$ cat config.mk
export PLATFORM = sky130hd
export DESIGN_NAME = tks_top
export DESIGN_NICKNAME = d
export VERILOG_FILES = /design/src/hdl/tks_pkg.sv /design/src/hdl/tks_top.sv
export SDC_FILE = /design/constraint.sdc
export NUM_CORES = 1
export LEC_CHECK = 0
export BUFFER_PORTS_ARGS = -buffer_cell sky130_fd_sc_hd__buf_2
export CAP_MARGIN = 20
export CORE_MARGIN = 2
export CORE_UTILIZATION = 61
export CTS_BUF_LIST = sky130_fd_sc_hd__clkbuf_16
export CTS_CLUSTER_SIZE = 12
export DETAILED_ROUTE_END_ITERATION = 10
export PLACE_DENSITY = 0.8
export SYNTH_ARGS = -nofsm -noshare
export SYNTH_HDL_FRONTEND = slang
export SYNTH_SLANG_ARGS = --single-unit
$ cat constraint.sdc
create_clock -name sys_clk -period 12.06 [get_ports sys_clk]
set_clock_uncertainty 0.2 [all_clocks]
set_input_delay 0.603 -clock sys_clk [delete_from_list [all_inputs] [get_ports sys_clk]]
set_output_delay 0.603 -clock sys_clk [all_outputs]
set_load 0.02 [all_outputs]
$ cat src/hdl/tks_pkg.sv
package tks_pkg;
  // ------------------------------------------------------------
  // register byte offsets
  // ------------------------------------------------------------
  localparam logic [7:0] A_CTRL = 8'h00;
  localparam logic [7:0] A_INTV = 8'h04;
  localparam logic [7:0] A_INDEX = 8'h08;
  localparam logic [7:0] A_CHSEL = 8'h0c;
  localparam logic [7:0] A_DATA = 8'h10;
  localparam logic [7:0] A_FLAGS = 8'h14;
  localparam logic [7:0] A_THRESH = 8'h18;
  localparam logic [7:0] A_LED_EN = 8'h1c;
  localparam logic [7:0] A_LED_ON = 8'h20;
  localparam logic [7:0] A_ACQ_T = 8'h24;
  localparam logic [7:0] A_LED_T = 8'h28;
  // ------------------------------------------------------------
  // field positions
  // ------------------------------------------------------------
  localparam int C_START = 0;
  localparam int C_MODE = 1;
  localparam int C_TRIG = 2;
  localparam int C_PRE = 4;
  localparam int C_BUSY = 16;
  localparam int FL_THR = 6;
  localparam int FL_OVR = 7;
  localparam int FL_AEND = 8;
  localparam int FL_LEND = 9;
  localparam int NFLAG = 10;
  // ------------------------------------------------------------
  // values after reset and counts
  // ------------------------------------------------------------
  localparam logic [2:0] PRE_RST = 3'h7;
  localparam logic [7:0] INTV_RST = 8'h00;
  localparam logic [15:0] TIME_RST = 16'h00ff;
  localparam logic [1:0] DIV4_LAST = 2'h3;
  localparam logic [6:0] AUTO_LAST = 7'h7f;
  localparam int NSLOT = 6;
  localparam logic [2:0] SLOT_LAST = 3'h5;
  // ------------------------------------------------------------
  // state encodings
  // ------------------------------------------------------------
  typedef enum logic [1:0] {
    TKS_IDLE = 2'b00,
    TKS_MEAS = 2'b01,
    TKS_NEXT = 2'b11
  } tks_acq_t;
  typedef enum logic [1:0] {
    TKS_PH_OFF = 2'b00,
    TKS_PH_ACQ = 2'b01,
    TKS_PH_LED = 2'b11
  } tks_ph_t;
endpackage : tks_pkg

$ cat src/hdl/tks_top.sv
// How it works
// with no led enable bit set, in manual mode a one written to the start bit begins a group scan
// a group has at most six indexed channel slots, one whole group per start
// hardware clears the start bit when the group is finished
// each sampled slot sets its own flag on completion
// index register picks a slot, data register returns its count
// with no led enable bit set, automatic mode starts scans from the slow-clock interval timer
// charge clock is the fast clock divided by four
// charge clock is further divided by the prescale field
// scanning keeps running in stop mode while both clocks run
// trigger select zero: every completion wakes the cpu
// trigger select one: wake only when a count exceeds the threshold
// channels 0 to 12 each own a shared-led enable bit
// per-led on bits switch each led during the led phase
// acquisition phase length is set by the acquisition time count
// scan longer than the acquisition time raises an overrun flag
// counter reaching acquisition time raises the phase-end flag
// led phase follows, its length set by the led time count
// counter reaching led time raises the led phase-end flag
// start mode zero is software start, one is timer start
// auto interval is (interval plus one) times 128 slow clocks
// prescale value plus one is the divide ratio, 000 to 111
// after led phase end the acquisition phase restarts
// flags stay set until software clears them
//
// Implementation choices: the register addresses and the APB register port.
module tks_top #(
  parameter int NCH = 13,
  parameter int RW = 16
) (
  input wire logic sys_clk,
  input wire logic rst,
  input wire logic psel,
  input wire logic penable,
  input wire logic pwrite,
  input wire logic [7:0] paddr,
  input wire logic [31:0] pwdata,
  output logic pready,
  output logic pslverr,
  output logic [31:0] prdata,
  input wire logic fast_rc_clock,
  input wire logic slow_rc_clock,
  input wire logic touch_cmp,
  output logic [3:0] chan_sel,
  output logic charge_clk,
  output logic [NCH-1:0] led_drive,
  output logic led_com,
  output logic wake
);
  // ------------------------------------------------------------
  // declarations
  // ------------------------------------------------------------
  logic [2:0] fast_s_q, slow_s_q;
  logic [1:0] cmp_s_q;
  logic [1:0] q4_q;
  logic [2:0] pre_q, presc_q;
  logic tick4, charge_tick, chg_q;
  logic start_q, mode_q, trig_q;
  logic [7:0] intv_q;
  logic [2:0] idx_q;
  logic [3:0] sel_q [tks_pkg::NSLOT];
  logic [RW-1:0] res_q [tks_pkg::NSLOT];
  logic [RW-1:0] thr_q, cnt_q;
  logic [NCH-1:0] led_en_q, led_on_q, led_drive_q;
  logic [15:0] acq_t_q, led_t_q, pc_q;
  logic [tks_pkg::NFLAG-1:0] flags_q, set_w, clr_w, keep_w;
  logic [14:0] at_q;
  tks_pkg::tks_acq_t st_q;
  tks_pkg::tks_ph_t ph_q;
  logic [2:0] slot_q;
  logic [3:0] cur_sel, chan_q;
  logic wr, rd, wr_ctrl, hit, shared, auto_hit, kick;
  logic meas_end, store, acq_done, acq_end_ev, led_end_ev, ph_start;
  logic wake_q, com_q;
  logic [31:0] rd_d;

  // edge of a synchronised clock, read from second and third stage
  function automatic logic rise(input logic [2:0] s);
    return s[1] & ~s[2];
  endfunction : rise

  // ------------------------------------------------------------
  // input synchronisers
  // ------------------------------------------------------------
  // rc clocks and comparator are async to sys_clk
  always_ff @(posedge sys_clk or posedge rst) begin
    if (rst) begin
      fast_s_q <= 3'h0;
      slow_s_q <= 3'h0;
      cmp_s_q <= 2'h0;
    end else begin
      fast_s_q <= {fast_s_q[1:0], fast_rc_clock};
      slow_s_q <= {slow_s_q[1:0], slow_rc_clock};
      cmp_s_q <= {cmp_s_q[0], touch_cmp};
    end
  end

  // ------------------------------------------------------------
  // charge clock divider
  // ------------------------------------------------------------
  // no stop input: the divider runs whenever the rc clocks toggle
  assign tick4 = rise(fast_s_q) && (q4_q == tks_pkg::DIV4_LAST);
  assign charge_tick = tick4 && (pre_q >= presc_q);

  // >= compare so a lowered prescale never runs the count to wrap
  always_ff @(posedge sys_clk or posedge rst) begin
    if (rst) begin
      q4_q <= 2'h0;
      pre_q <= 3'h0;
      chg_q <= 1'b0;
    end else begin
      if (rise(fast_s_q)) begin
        q4_q <= q4_q + 2'h1;
      end
      if (charge_tick) begin
        pre_q <= 3'h0;
        chg_q <= ~chg_q;
      end else if (tick4) begin
        pre_q <= pre_q + 3'h1;
      end
    end
  end

  // ------------------------------------------------------------
  // apb slave
  // ------------------------------------------------------------
  assign wr = psel && penable && pwrite;
  assign rd = psel && penable && !pwrite;
  assign wr_ctrl = wr && (paddr == tks_pkg::A_CTRL);
  assign pready = 1'b1;
  assign pslverr = psel && penable && !hit;
  assign prdata = rd ? rd_d : 32'h0;

  // read mux; unmapped addresses answer with an error
  always_comb begin
    rd_d = 32'h0;
    hit = 1'b1;
    case (paddr)
      tks_pkg::A_CTRL: begin
        rd_d[tks_pkg::C_START] = start_q;
        rd_d[tks_pkg::C_MODE] = mode_q;
        rd_d[tks_pkg::C_TRIG] = trig_q;
        rd_d[tks_pkg::C_PRE +: 3] = presc_q;
        rd_d[tks_pkg::C_BUSY] = (st_q != tks_pkg::TKS_IDLE);
      end
      tks_pkg::A_INTV: rd_d[7:0] = intv_q;
      tks_pkg::A_INDEX: rd_d[2:0] = idx_q;
      tks_pkg::A_CHSEL: begin
        if (idx_q <= tks_pkg::SLOT_LAST) begin
          rd_d[3:0] = sel_q[idx_q];
        end
      end
      tks_pkg::A_DATA: begin
        if (idx_q <= tks_pkg::SLOT_LAST) begin
          rd_d[RW-1:0] = res_q[idx_q];
        end
      end
      tks_pkg::A_FLAGS: rd_d[tks_pkg::NFLAG-1:0] = flags_q;
      tks_pkg::A_THRESH: rd_d[RW-1:0] = thr_q;
      tks_pkg::A_LED_EN: rd_d[NCH-1:0] = led_en_q;
      tks_pkg::A_LED_ON: rd_d[NCH-1:0] = led_on_q;
      tks_pkg::A_ACQ_T: rd_d[15:0] = acq_t_q;
      tks_pkg::A_LED_T: rd_d[15:0] = led_t_q;
      default: hit = 1'b0;
    endcase
  end

  // configuration registers
  always_ff @(posedge sys_clk or posedge rst) begin
    if (rst) begin
      mode_q <= 1'b0;
      trig_q <= 1'b0;
      presc_q <= tks_pkg::PRE_RST;
      intv_q <= tks_pkg::INTV_RST;
      idx_q <= 3'h0;
      thr_q <= '0;
      led_en_q <= '0;
      led_on_q <= '0;
      acq_t_q <= tks_pkg::TIME_RST;
      led_t_q <= tks_pkg::TIME_RST;
      for (int i = 0; i < tks_pkg::NSLOT; i++) begin
        sel_q[i] <= 4'h0;
      end
    end else if (wr) begin
      case (paddr)
        tks_pkg::A_CTRL: begin
          mode_q <= pwdata[tks_pkg::C_MODE];
          trig_q <= pwdata[tks_pkg::C_TRIG];
          presc_q <= pwdata[tks_pkg::C_PRE +: 3];
        end
        tks_pkg::A_INTV: intv_q <= pwdata[7:0];
        tks_pkg::A_INDEX: idx_q <= pwdata[2:0];
        tks_pkg::A_CHSEL: begin
          if (idx_q <= tks_pkg::SLOT_LAST) begin
            sel_q[idx_q] <= pwdata[3:0];
          end
        end
        tks_pkg::A_THRESH: thr_q <= pwdata[RW-1:0];
        tks_pkg::A_LED_EN: led_en_q <= pwdata[NCH-1:0];
        tks_pkg::A_LED_ON: led_on_q <= pwdata[NCH-1:0];
        tks_pkg::A_ACQ_T: acq_t_q <= pwdata[15:0];
        tks_pkg::A_LED_T: led_t_q <= pwdata[15:0];
        default: ;
      endcase
    end
  end

  // start bit: a write of one wins over the hardware clear
  always_ff @(posedge sys_clk or posedge rst) begin
    if (rst) begin
      start_q <= 1'b0;
    end else if (wr_ctrl && pwdata[tks_pkg::C_START]) begin
      start_q <= 1'b1;
    end else if (acq_done) begin
      start_q <= 1'b0;
    end
  end

  // ------------------------------------------------------------
  // interval timer
  // ------------------------------------------------------------
  // a tick that lands while a group is busy is dropped, not queued
  assign auto_hit = mode_q && !shared && rise(slow_s_q)
    && (at_q == {intv_q, tks_pkg::AUTO_LAST});

  always_ff @(posedge sys_clk or posedge rst) begin
    if (rst) begin
      at_q <= 15'h0;
    end else if (!mode_q) begin
      at_q <= 15'h0;
    end else if (rise(slow_s_q)) begin
      at_q <= auto_hit ? 15'h0 : at_q + 15'h1;
    end
  end

  // ------------------------------------------------------------
  // group acquisition
  // ------------------------------------------------------------
  assign shared = |led_en_q;
  assign kick = (st_q == tks_pkg::TKS_IDLE) && (shared ? ph_start
    : (mode_q ? auto_hit : start_q));
  assign cur_sel = sel_q[slot_q];
  // comparator still high from the slot before is ignored until the first tick
  assign meas_end = (cmp_s_q[1] && (cnt_q != '0)) || (&cnt_q);
  assign store = (st_q == tks_pkg::TKS_MEAS) && (cur_sel != 4'h0) && meas_end;
  assign acq_done = (st_q == tks_pkg::TKS_NEXT) && (slot_q == tks_pkg::SLOT_LAST);

  // one slot at a time; an empty slot is skipped without sampling
  always_ff @(posedge sys_clk or posedge rst) begin
    if (rst) begin
      st_q <= tks_pkg::TKS_IDLE;
      slot_q <= 3'h0;
      cnt_q <= '0;
    end else begin
      unique case (st_q)
        tks_pkg::TKS_IDLE: begin
          if (kick) begin
            slot_q <= 3'h0;
            cnt_q <= '0;
            st_q <= tks_pkg::TKS_MEAS;
          end
        end
        tks_pkg::TKS_MEAS: begin
          if (cur_sel == 4'h0 || meas_end) begin
            st_q <= tks_pkg::TKS_NEXT;
          end else if (charge_tick) begin
            cnt_q <= cnt_q + 1'b1;
          end
        end
        tks_pkg::TKS_NEXT: begin
          cnt_q <= '0;
          if (slot_q == tks_pkg::SLOT_LAST) begin
            st_q <= tks_pkg::TKS_IDLE;
          end else begin
            slot_q <= slot_q + 3'h1;
            st_q <= tks_pkg::TKS_MEAS;
          end
        end
        default: st_q <= tks_pkg::TKS_IDLE;
      endcase
    end
  end

  // result capture per slot
  always_ff @(posedge sys_clk or posedge rst) begin
    if (rst) begin
      for (int i = 0; i < tks_pkg::NSLOT; i++) begin
        res_q[i] <= '0;
      end
    end else if (store) begin
      res_q[slot_q] <= cnt_q;
    end
  end

  // channel select out, zero between slots
  always_ff @(posedge sys_clk or posedge rst) begin
    if (rst) begin
      chan_q <= 4'h0;
    end else begin
      chan_q <= (st_q == tks_pkg::TKS_MEAS) ? cur_sel : 4'h0;
    end
  end

  // ------------------------------------------------------------
  // shared led phases
  // ------------------------------------------------------------
  assign acq_end_ev = (ph_q == tks_pkg::TKS_PH_ACQ) && tick4 && (pc_q == acq_t_q);
  assign led_end_ev = (ph_q == tks_pkg::TKS_PH_LED) && tick4 && (pc_q == led_t_q);
  assign ph_start = shared && ((ph_q == tks_pkg::TKS_PH_OFF) || led_end_ev);

  // phase counter runs on the undivided 4x clock
  always_ff @(posedge sys_clk or posedge rst) begin
    if (rst) begin
      ph_q <= tks_pkg::TKS_PH_OFF;
      pc_q <= 16'h0;
    end else if (!shared) begin
      ph_q <= tks_pkg::TKS_PH_OFF;
      pc_q <= 16'h0;
    end else begin
      unique case (ph_q)
        tks_pkg::TKS_PH_OFF: begin
          ph_q <= tks_pkg::TKS_PH_ACQ;
          pc_q <= 16'h0;
        end
        tks_pkg::TKS_PH_ACQ: begin
          if (acq_end_ev) begin
            ph_q <= tks_pkg::TKS_PH_LED;
            pc_q <= 16'h0;
          end else if (tick4) begin
            pc_q <= pc_q + 16'h1;
          end
        end
        tks_pkg::TKS_PH_LED: begin
          if (led_end_ev) begin
            ph_q <= tks_pkg::TKS_PH_ACQ;
            pc_q <= 16'h0;
          end else if (tick4) begin
            pc_q <= pc_q + 16'h1;
          end
        end
        default: ph_q <= tks_pkg::TKS_PH_OFF;
      endcase
    end
  end

  // led anodes only in the led phase, com active with them
  always_ff @(posedge sys_clk or posedge rst) begin
    if (rst) begin
      led_drive_q <= '0;
      com_q <= 1'b0;
    end else begin
      com_q <= (ph_q == tks_pkg::TKS_PH_LED);
      led_drive_q <= (ph_q == tks_pkg::TKS_PH_LED) ? (led_en_q & led_on_q) : '0;
    end
  end

  // ------------------------------------------------------------
  // flags and wake
  // ------------------------------------------------------------
  always_comb begin
    set_w = '0;
    if (store) begin
      set_w[slot_q] = 1'b1;
      set_w[tks_pkg::FL_THR] = trig_q && (cnt_q > thr_q);
    end
    set_w[tks_pkg::FL_OVR] = acq_end_ev && (st_q != tks_pkg::TKS_IDLE);
    set_w[tks_pkg::FL_AEND] = acq_end_ev;
    set_w[tks_pkg::FL_LEND] = led_end_ev;
  end

  assign clr_w = (wr && paddr == tks_pkg::A_FLAGS) ? pwdata[tks_pkg::NFLAG-1:0] : '0;
  assign keep_w = flags_q & ~clr_w;

  // write-one-to-clear; a set in the same cycle wins
  always_ff @(posedge sys_clk or posedge rst) begin
    if (rst) begin
      flags_q <= '0;
    end else begin
      flags_q <= keep_w | set_w;
    end
  end

  // wake level follows the sticky flags until software clears them
  always_ff @(posedge sys_clk or posedge rst) begin
    if (rst) begin
      wake_q <= 1'b0;
    end else begin
      wake_q <= trig_q ? flags_q[tks_pkg::FL_THR] : (|flags_q[tks_pkg::NSLOT-1:0]);
    end
  end

  assign chan_sel = chan_q;
  assign charge_clk = chg_q;
  assign led_drive = led_drive_q;
  assign led_com = com_q;
  assign wake = wake_q;

  // ------------------------------------------------------------
  // assertions
  // ------------------------------------------------------------
  a_start_clear: assert property (
    @(posedge sys_clk) disable iff (rst)
    acq_done && !(wr_ctrl && pwdata[tks_pkg::C_START]) |=> !start_q)
    else $error("start bit not cleared after group");

  a_manual_go: assert property (
    @(posedge sys_clk) disable iff (rst)
    (st_q == tks_pkg::TKS_IDLE) && !mode_q && start_q && !shared
    |=> (st_q == tks_pkg::TKS_MEAS) && (slot_q == 3'h0))
    else $error("manual start did not begin group");

  a_group_six: assert property (
    @(posedge sys_clk) disable iff (rst)
    (st_q == tks_pkg::TKS_NEXT) && (slot_q == 3'h5) |=> st_q == tks_pkg::TKS_IDLE)
    else $error("group ran past six slots");

  a_slot_flag: assert property (
    @(posedge sys_clk) disable iff (rst)
    store |=> flags_q[$past(slot_q)])
    else $error("sampled slot flag not set");

  a_flag_sticky: assert property (
    @(posedge sys_clk) disable iff (rst)
    !(psel && penable && pwrite && (paddr == tks_pkg::A_FLAGS))
    |=> ((flags_q & $past(flags_q)) == $past(flags_q)))
    else $error("flag dropped without clear");

  a_div_four: assert property (
    @(posedge sys_clk) disable iff (rst)
    tick4 |=> !tick4 [*7])
    else $error("divide by four too fast");

  a_auto_mode: assert property (
    @(posedge sys_clk) disable iff (rst)
    auto_hit && (st_q == tks_pkg::TKS_IDLE) |=> st_q == tks_pkg::TKS_MEAS)
    else $error("timer tick did not start group");

  a_overrun_flag: assert property (
    @(posedge sys_clk) disable iff (rst)
    acq_end_ev && (st_q != tks_pkg::TKS_IDLE) |=> flags_q[tks_pkg::FL_OVR])
    else $error("overrun not flagged");

  a_led_phase: assert property (
    @(posedge sys_clk) disable iff (rst)
    (|led_drive_q) |-> $past(ph_q) == tks_pkg::TKS_PH_LED)
    else $error("led driven outside led phase");

  a_phase_loop: assert property (
    @(posedge sys_clk) disable iff (rst)
    led_end_ev && shared |=> ph_q == tks_pkg::TKS_PH_ACQ && pc_q == 16'h0)
    else $error("acquisition phase not restarted");
endmodule : tks_top

; Word-level counts from Yosys, hierarchy flattened
; Cells that the tools add are included.
[totals]
input_bits = 48
register_bits = 308
output_inout_bits = 54
[op_classes]
n_bitwise = 11
n_reduce_logical = 61
addsub = 6
eq_ne = 28
n_mux = 63
magnitude_cmp = 9
[ops]
columns = cell, n
row1 = $mux 16, 11
row2 = $bwmux 96, 1
row3 = $pmux 16 s3, 2
row4 = $bmux 16 s3, 1
row5 = $demux 16 s3, 1
row6 = $mux 15, 3
row7 = $pmux 3 s11, 1
row8 = $add 16x1->16 const B, 2
row9 = $eq 16x16->1, 2
row10 = $eq 8x5->1 const B, 4
row11 = $mux 4, 7
row12 = $logic_and 1x1->1, 27
row13 = $pmux 3 s9, 1
row14 = $bmux 4 s3, 2
row15 = $bwmux 24, 1
row16 = $eq 8x6->1 const B, 3
row17 = $reduce_and 2->1, 10
row18 = $pmux 3 s6, 1
row19 = $mux 17, 1
row20 = $eq 8x4->1 const B, 2
row21 = $gt 16x16->1, 1
row22 = $reduce_and 16->1, 1
row23 = $reduce_bool 16->1, 1
row24 = $add 15x1->15 const B, 1
row25 = other kinds (51), 91

; Longest topological paths before layout
[depth]
depth_word = 11
depth_mapped = 12
depth_no_buf = 9

; Worst setup path before layout
; OpenSTA, ideal clock, no wires.
[synth_path]
path_kind = input port to output port
from = in paddr[5]
to = out prdata[3]
path_slack_ns = 8.449
required_ns = 11.257
t_arrival_ns = 2.808
cell_stages = 6
cell_sequence = or4b_2 -> clkbuf_1 -> nor4_2 -> clkbuf_1 -> a222oi_1 -> a311oi_1
[synth_via]
elab_chain_len = 3
elab_cells_between_ends = 11
[synth_lines]
columns = element, line
row1 = start: declaration, tks_top.sv:36  ; input wire logic [7:0] paddr,
row2 = "$eq 8x6->1, or another cell as far along", tks_top.sv:138  ; case (paddr)
row3 = $pmux 1 s9 *, tks_top.sv:138
row4 = $mux 17 *, tks_top.sv:132  ; assign prdata = rd ? rd_d : 32'h0;
row5 = end: declaration, tks_top.sv:40  ; output logic [31:0] prdata,
; Mark *: on every way between the ends. The rest lies on a longest branch, timed or not.

; Final worst setup path
[layout_path]
from = reg slot_q[0]
to = reg res_q[75] (netlist name)
[layout_via]
elab_chain_len = 7
elab_cells_between_ends = 13
[layout_lines]
columns = element, line
row1 = start: declaration, tks_top.sv:70  ; logic [2:0] slot_q;
row2 = start signal: assignment, tks_top.sv:275  ; slot_q <= slot_q + 3'h1;
row3 = $not 3->4 (implied by the code) *, "tks_top.sv:242, tks_top.sv:291"
row4 = "parallel branches: the longest is 6 deep, another holds $ge 4x4->1", --
row5 = end signal: indexed assignment, tks_top.sv:291  ; res_q[slot_q] <= cnt_q;
row6 = end: declaration, tks_top.sv:62  ; logic [RW-1:0] res_q [tks_pkg::NSLOT];
; Every way passes the cells marked *. The select of a mux whose other input is x is not followed.
; A chain may end at the register's enable or synchronous reset.

==> results.txt <==
Mapped Cells: 1319
DR pass1 iterations: 6
first-pass GRT wire length: 61.4 mm
clock slew at reported path FFs: 0.06 ns
total negative setup slack: 0 ns
worst hold path type: in2reg
Horiz. Die Dim: 163 µm
Fin. Hold Viols: 0
post-CTS sizing: 0
MaxCap Viol Count: 0
CP endpoint kind: flop
Post-Syn Area: 15400 µm²
status: finished clean
Setup-failing EPs final: 0
max incr delay on CP: 1.04 ns
Arrival @ worst endpoint: 4.10 ns
Post-CTS Setup Bufs: 0
gp weighted congestion: 0.965
most frequent CP cell: mux2_2
core region area: 25000 µm²
Tmin final: 3.92 ns
CTS Sinks: 308
Fmax: 255 MHz
n_diodes: 0
CTS tree: yes
R2R Setup Slk: 8.14 ns
Lkg Pwr: 7.89 nW
ANT nets after route: 0
slowest cell on the critical path: dfrtp_1
Clock Root Buffer: clkbuf_16
Hold Crit Start: fast_rc_clock
Post-route DRC: 0
Tot GR Track Use: 29.8%
global route total overflow: 0
Hold EP: fast_s_q[0]$_DFF_PP0_
Hold Buf Count CTS: 2
Rows: 58
worst r2r src: slot_q[0]$_DFFE_PP0P_
Die ar.: 26600 µm²
TritonCTS Buffers: 34
final net count: 1445
Worst-Skew Late Latency: 0.51 ns
Yosys reg bits: 308
crit path cell chain: mux2_2 -> a222oi_1 -> nand4_1 -> and2_1 -> nand3_2 -> mux2_2
largest fanout on the critical path: 24
WP data required: 12.25 ns
die extent in y: 163 µm
Synth Flop Type: dfrtp_1
num ports: 102
slew margin rel.: 28.5%
drt wl/cell: 22.4 µm
YS warnings: 0
Starting DRT DRC Count: 1126
Initial Utilization: 61.7%
HPWL after detailed placement: 26.7 mm
Design Power: 0.00230 W
initial antenna violation count: 0
EDFF count, synth: 0
# H-tree levels: 2
hold depth: 1
period utilisation layout: 32.5%
Area Growth Syn to Fin: 10.6%
Max Buffers Root-to-Sink: 3
layout cells sized above 1: 28.7%
vias: 11000
Setup crit start kind: flop
Avg Cell Area, Syn: 11.7 µm²
sequential fraction of the synthesis area: 50.1%
VDD IR-drop max: 0.000119 V
Reg-to-Reg End: res_q[75]$_DFFE_PP0P_
via/cell ratio: 6.38
worst-case reg-to-reg path depth: 6
vias in the first global route: 11100
Slew Viols, Final: 0
RSZ-0062 raised after global routing: no
Setup CP Type: reg2reg
ys async rst share: 100%
Pwr Density: 135 nW/µm²
final WL: 38.5 mm
pin count of the biggest net entering global routing: 167
port bufs: 69
measured slew at the worst slew-check pin: 1.07 ns
count of different cell masters after synthesis: 67
-- power breakdown --
group	internal, W	switching, W
Sequential	0.00106	0.0000470
Combinational	0.0000572	0.000119
Clock	0.000612	0.000406
-- placed cells by master (no fill, tap or decap), drive strengths merged, types with 9 or more instances in the layout --
| cell | Yosys | routed |
|---|---|---|
| dfrtp | 289 | 289 |
| mux2 | 217 | 217 |
| nand2 | 96 | 96 |
| nor2 | 85 | 85 |
| buf | 33 | 84 |
| inv | 48 | 60 |
| xnor2 | 54 | 54 |
| clkbuf | 56 | 37 |
| nand3 | 32 | 32 |
| ha | 31 | 31 |
| mux2i | 28 | 28 |
| a21oi | 27 | 27 |
| and3 | 24 | 24 |
| nand4 | 23 | 23 |
| a222oi | 22 | 22 |
| mux4 | 20 | 20 |
| nor3 | 20 | 20 |
| o22ai | 19 | 19 |
| dfstp | 19 | 19 |
| conb | 2 | 16 |
| o21ai | 16 | 16 |
| xor2 | 15 | 15 |
| a21o | 12 | 12 |
| nor4 | 12 | 12 |
| a22oi | 11 | 11 |
| nor2b | 10 | 10 |
| and2 | 9 | 9 |
-- synthesized netlist by cell type, types with 4 or more instances --
cell type,instances,area share [%]
nor4_1,10,0.41
nor4b_1,4,0.23
dfstp_2,19,3.2
a221oi_1,5,0.28
a21o_1,12,0.58
a22o_1,6,0.34
a21oi_1,27,0.88
xor2_1,15,0.85
nand2b_1,7,0.28
ha_1,31,2.5
o21ai_0,15,0.49
nor3_1,16,0.52
a31oi_1,8,0.32
a222oi_1,22,1.4
buf_2,8,0.26
buf_4,20,0.97
buf_1,4,0.097
mux2_2,217,16
inv_1,48,1.2
and2_1,9,0.36
nor3_2,4,0.26
o22ai_1,19,0.77
nand4_1,23,0.93
or4_1,7,0.34
o31ai_1,5,0.24
nand3_1,29,0.94
nand2_1,96,2.3
nor2b_1,10,0.41
and3_1,24,0.97
mux2i_1,28,1.8
dfrtp_1,289,47
xnor2_1,54,3.1
mux4_2,20,2.9
nor2_1,83,2.0
o22a_1,6,0.34
a211oi_1,8,0.39
a22oi_1,11,0.53
nand3b_1,4,0.19
clkbuf_1,54,1.3
-- cells by family (layout without fill, tap and decap cells) --
group           Yosys count  after routing  share of synthesized area, %
simple gates            344            344                          11.3
flops                   308            308                          50.1
mux                     265            265                          20.6
compound gates          163            163                          7.64
buf+inv                 137            193                          3.95
xor+xnor                 69             69                          3.91
fa+ha+maj                31             31                          2.51
other cells               2             16                        0.0486
-- worst max path at each step --
stage	to	cells after the start	slack, ns	startpoint
6_report	res_q[75]$_DFFE_PP0P_	6	8.14	slot_q[0]$_DFFE_PP0P_
5_1_grt	res_q[18]$_DFFE_PP0P_	8	8.06	slot_q[0]$_DFFE_PP0P_
4_1_cts	prdata[3]	7	7.92	paddr[5]
3_5_place_dp	prdata[3]	7	7.92	paddr[5]
3_3_place_gp	prdata[3]	7	7.96	paddr[5]
2_1_floorplan	acq_t_q[10]$_DFFE_PP0P_	1	2.77	rst
-- flip-flops by register name (all words and copies together), names as in the netlist, 3 cells and up --
signal and cells:
led_t_q 16, thr_q 16, led_on_q 13, pre_q 3, at_q 15, slot_q 3, res_q 96, led_en_q 13
chan_sel 4, sel_q 24, idx_q 3, presc_q 3, intv_q 8, slow_s_q 3, acq_t_q 16, led_drive 13
flags_q 10, pc_q 16, cnt_q 16, fast_s_q 3
-- final cells by class --
type	instances	area (µm²)
clock buffers	37	926
clock inverters	22	166
fillers	1835	7960
inverters	48	188
multi-input cells	888	7150
flip-flops and latches	308	7730
well taps	330	413
repair buffers	86	498
-- metal layers --
layer  vias up  track usage (%)  routed length, µm  share of wire [%]
met5         -                0                  0                  0
met4         0             14.2               1850                4.8
met3       110             4.37               2490                6.5
met2       493             48.6              18600                 48
met1      5521             39.7              15500                 40
li1       4838                -                  -                  -
-- per-stage QoR --
| step | setup slack [ns] | std cells | utilization, % | area [µm²] | hold slack (ns) |
|---|---|---|---|---|---|
| after floorplan | 2.77 | 1333 | - | 15500 | 0.131 |
| after global placement | 7.96 | 1655 | 63.6 | 15900 | 0.134 |
| after detailed placement | 7.92 | 1657 | 63.7 | 16000 | 0.136 |
| after CTS | 7.92 | 1718 | 68.2 | 17100 | 0.00706 |
| after global routing | 8.06 | 1719 | 68.2 | 17100 | 0.00492 |
| final | 8.14 | 1719 | 68.2 | 17100 | 0.0142 |
-- worst max-delay path, delay by kind of cell, from the launching register on --
kind | cells | cell delay, ns
DFF | 1 | 1.04
muxes | 2 | 0.84
AOI/OAI and AO/OA | 1 | 0.46
and+or+nand+nor | 3 | 1.23
(Power assumes the default switching activity.)
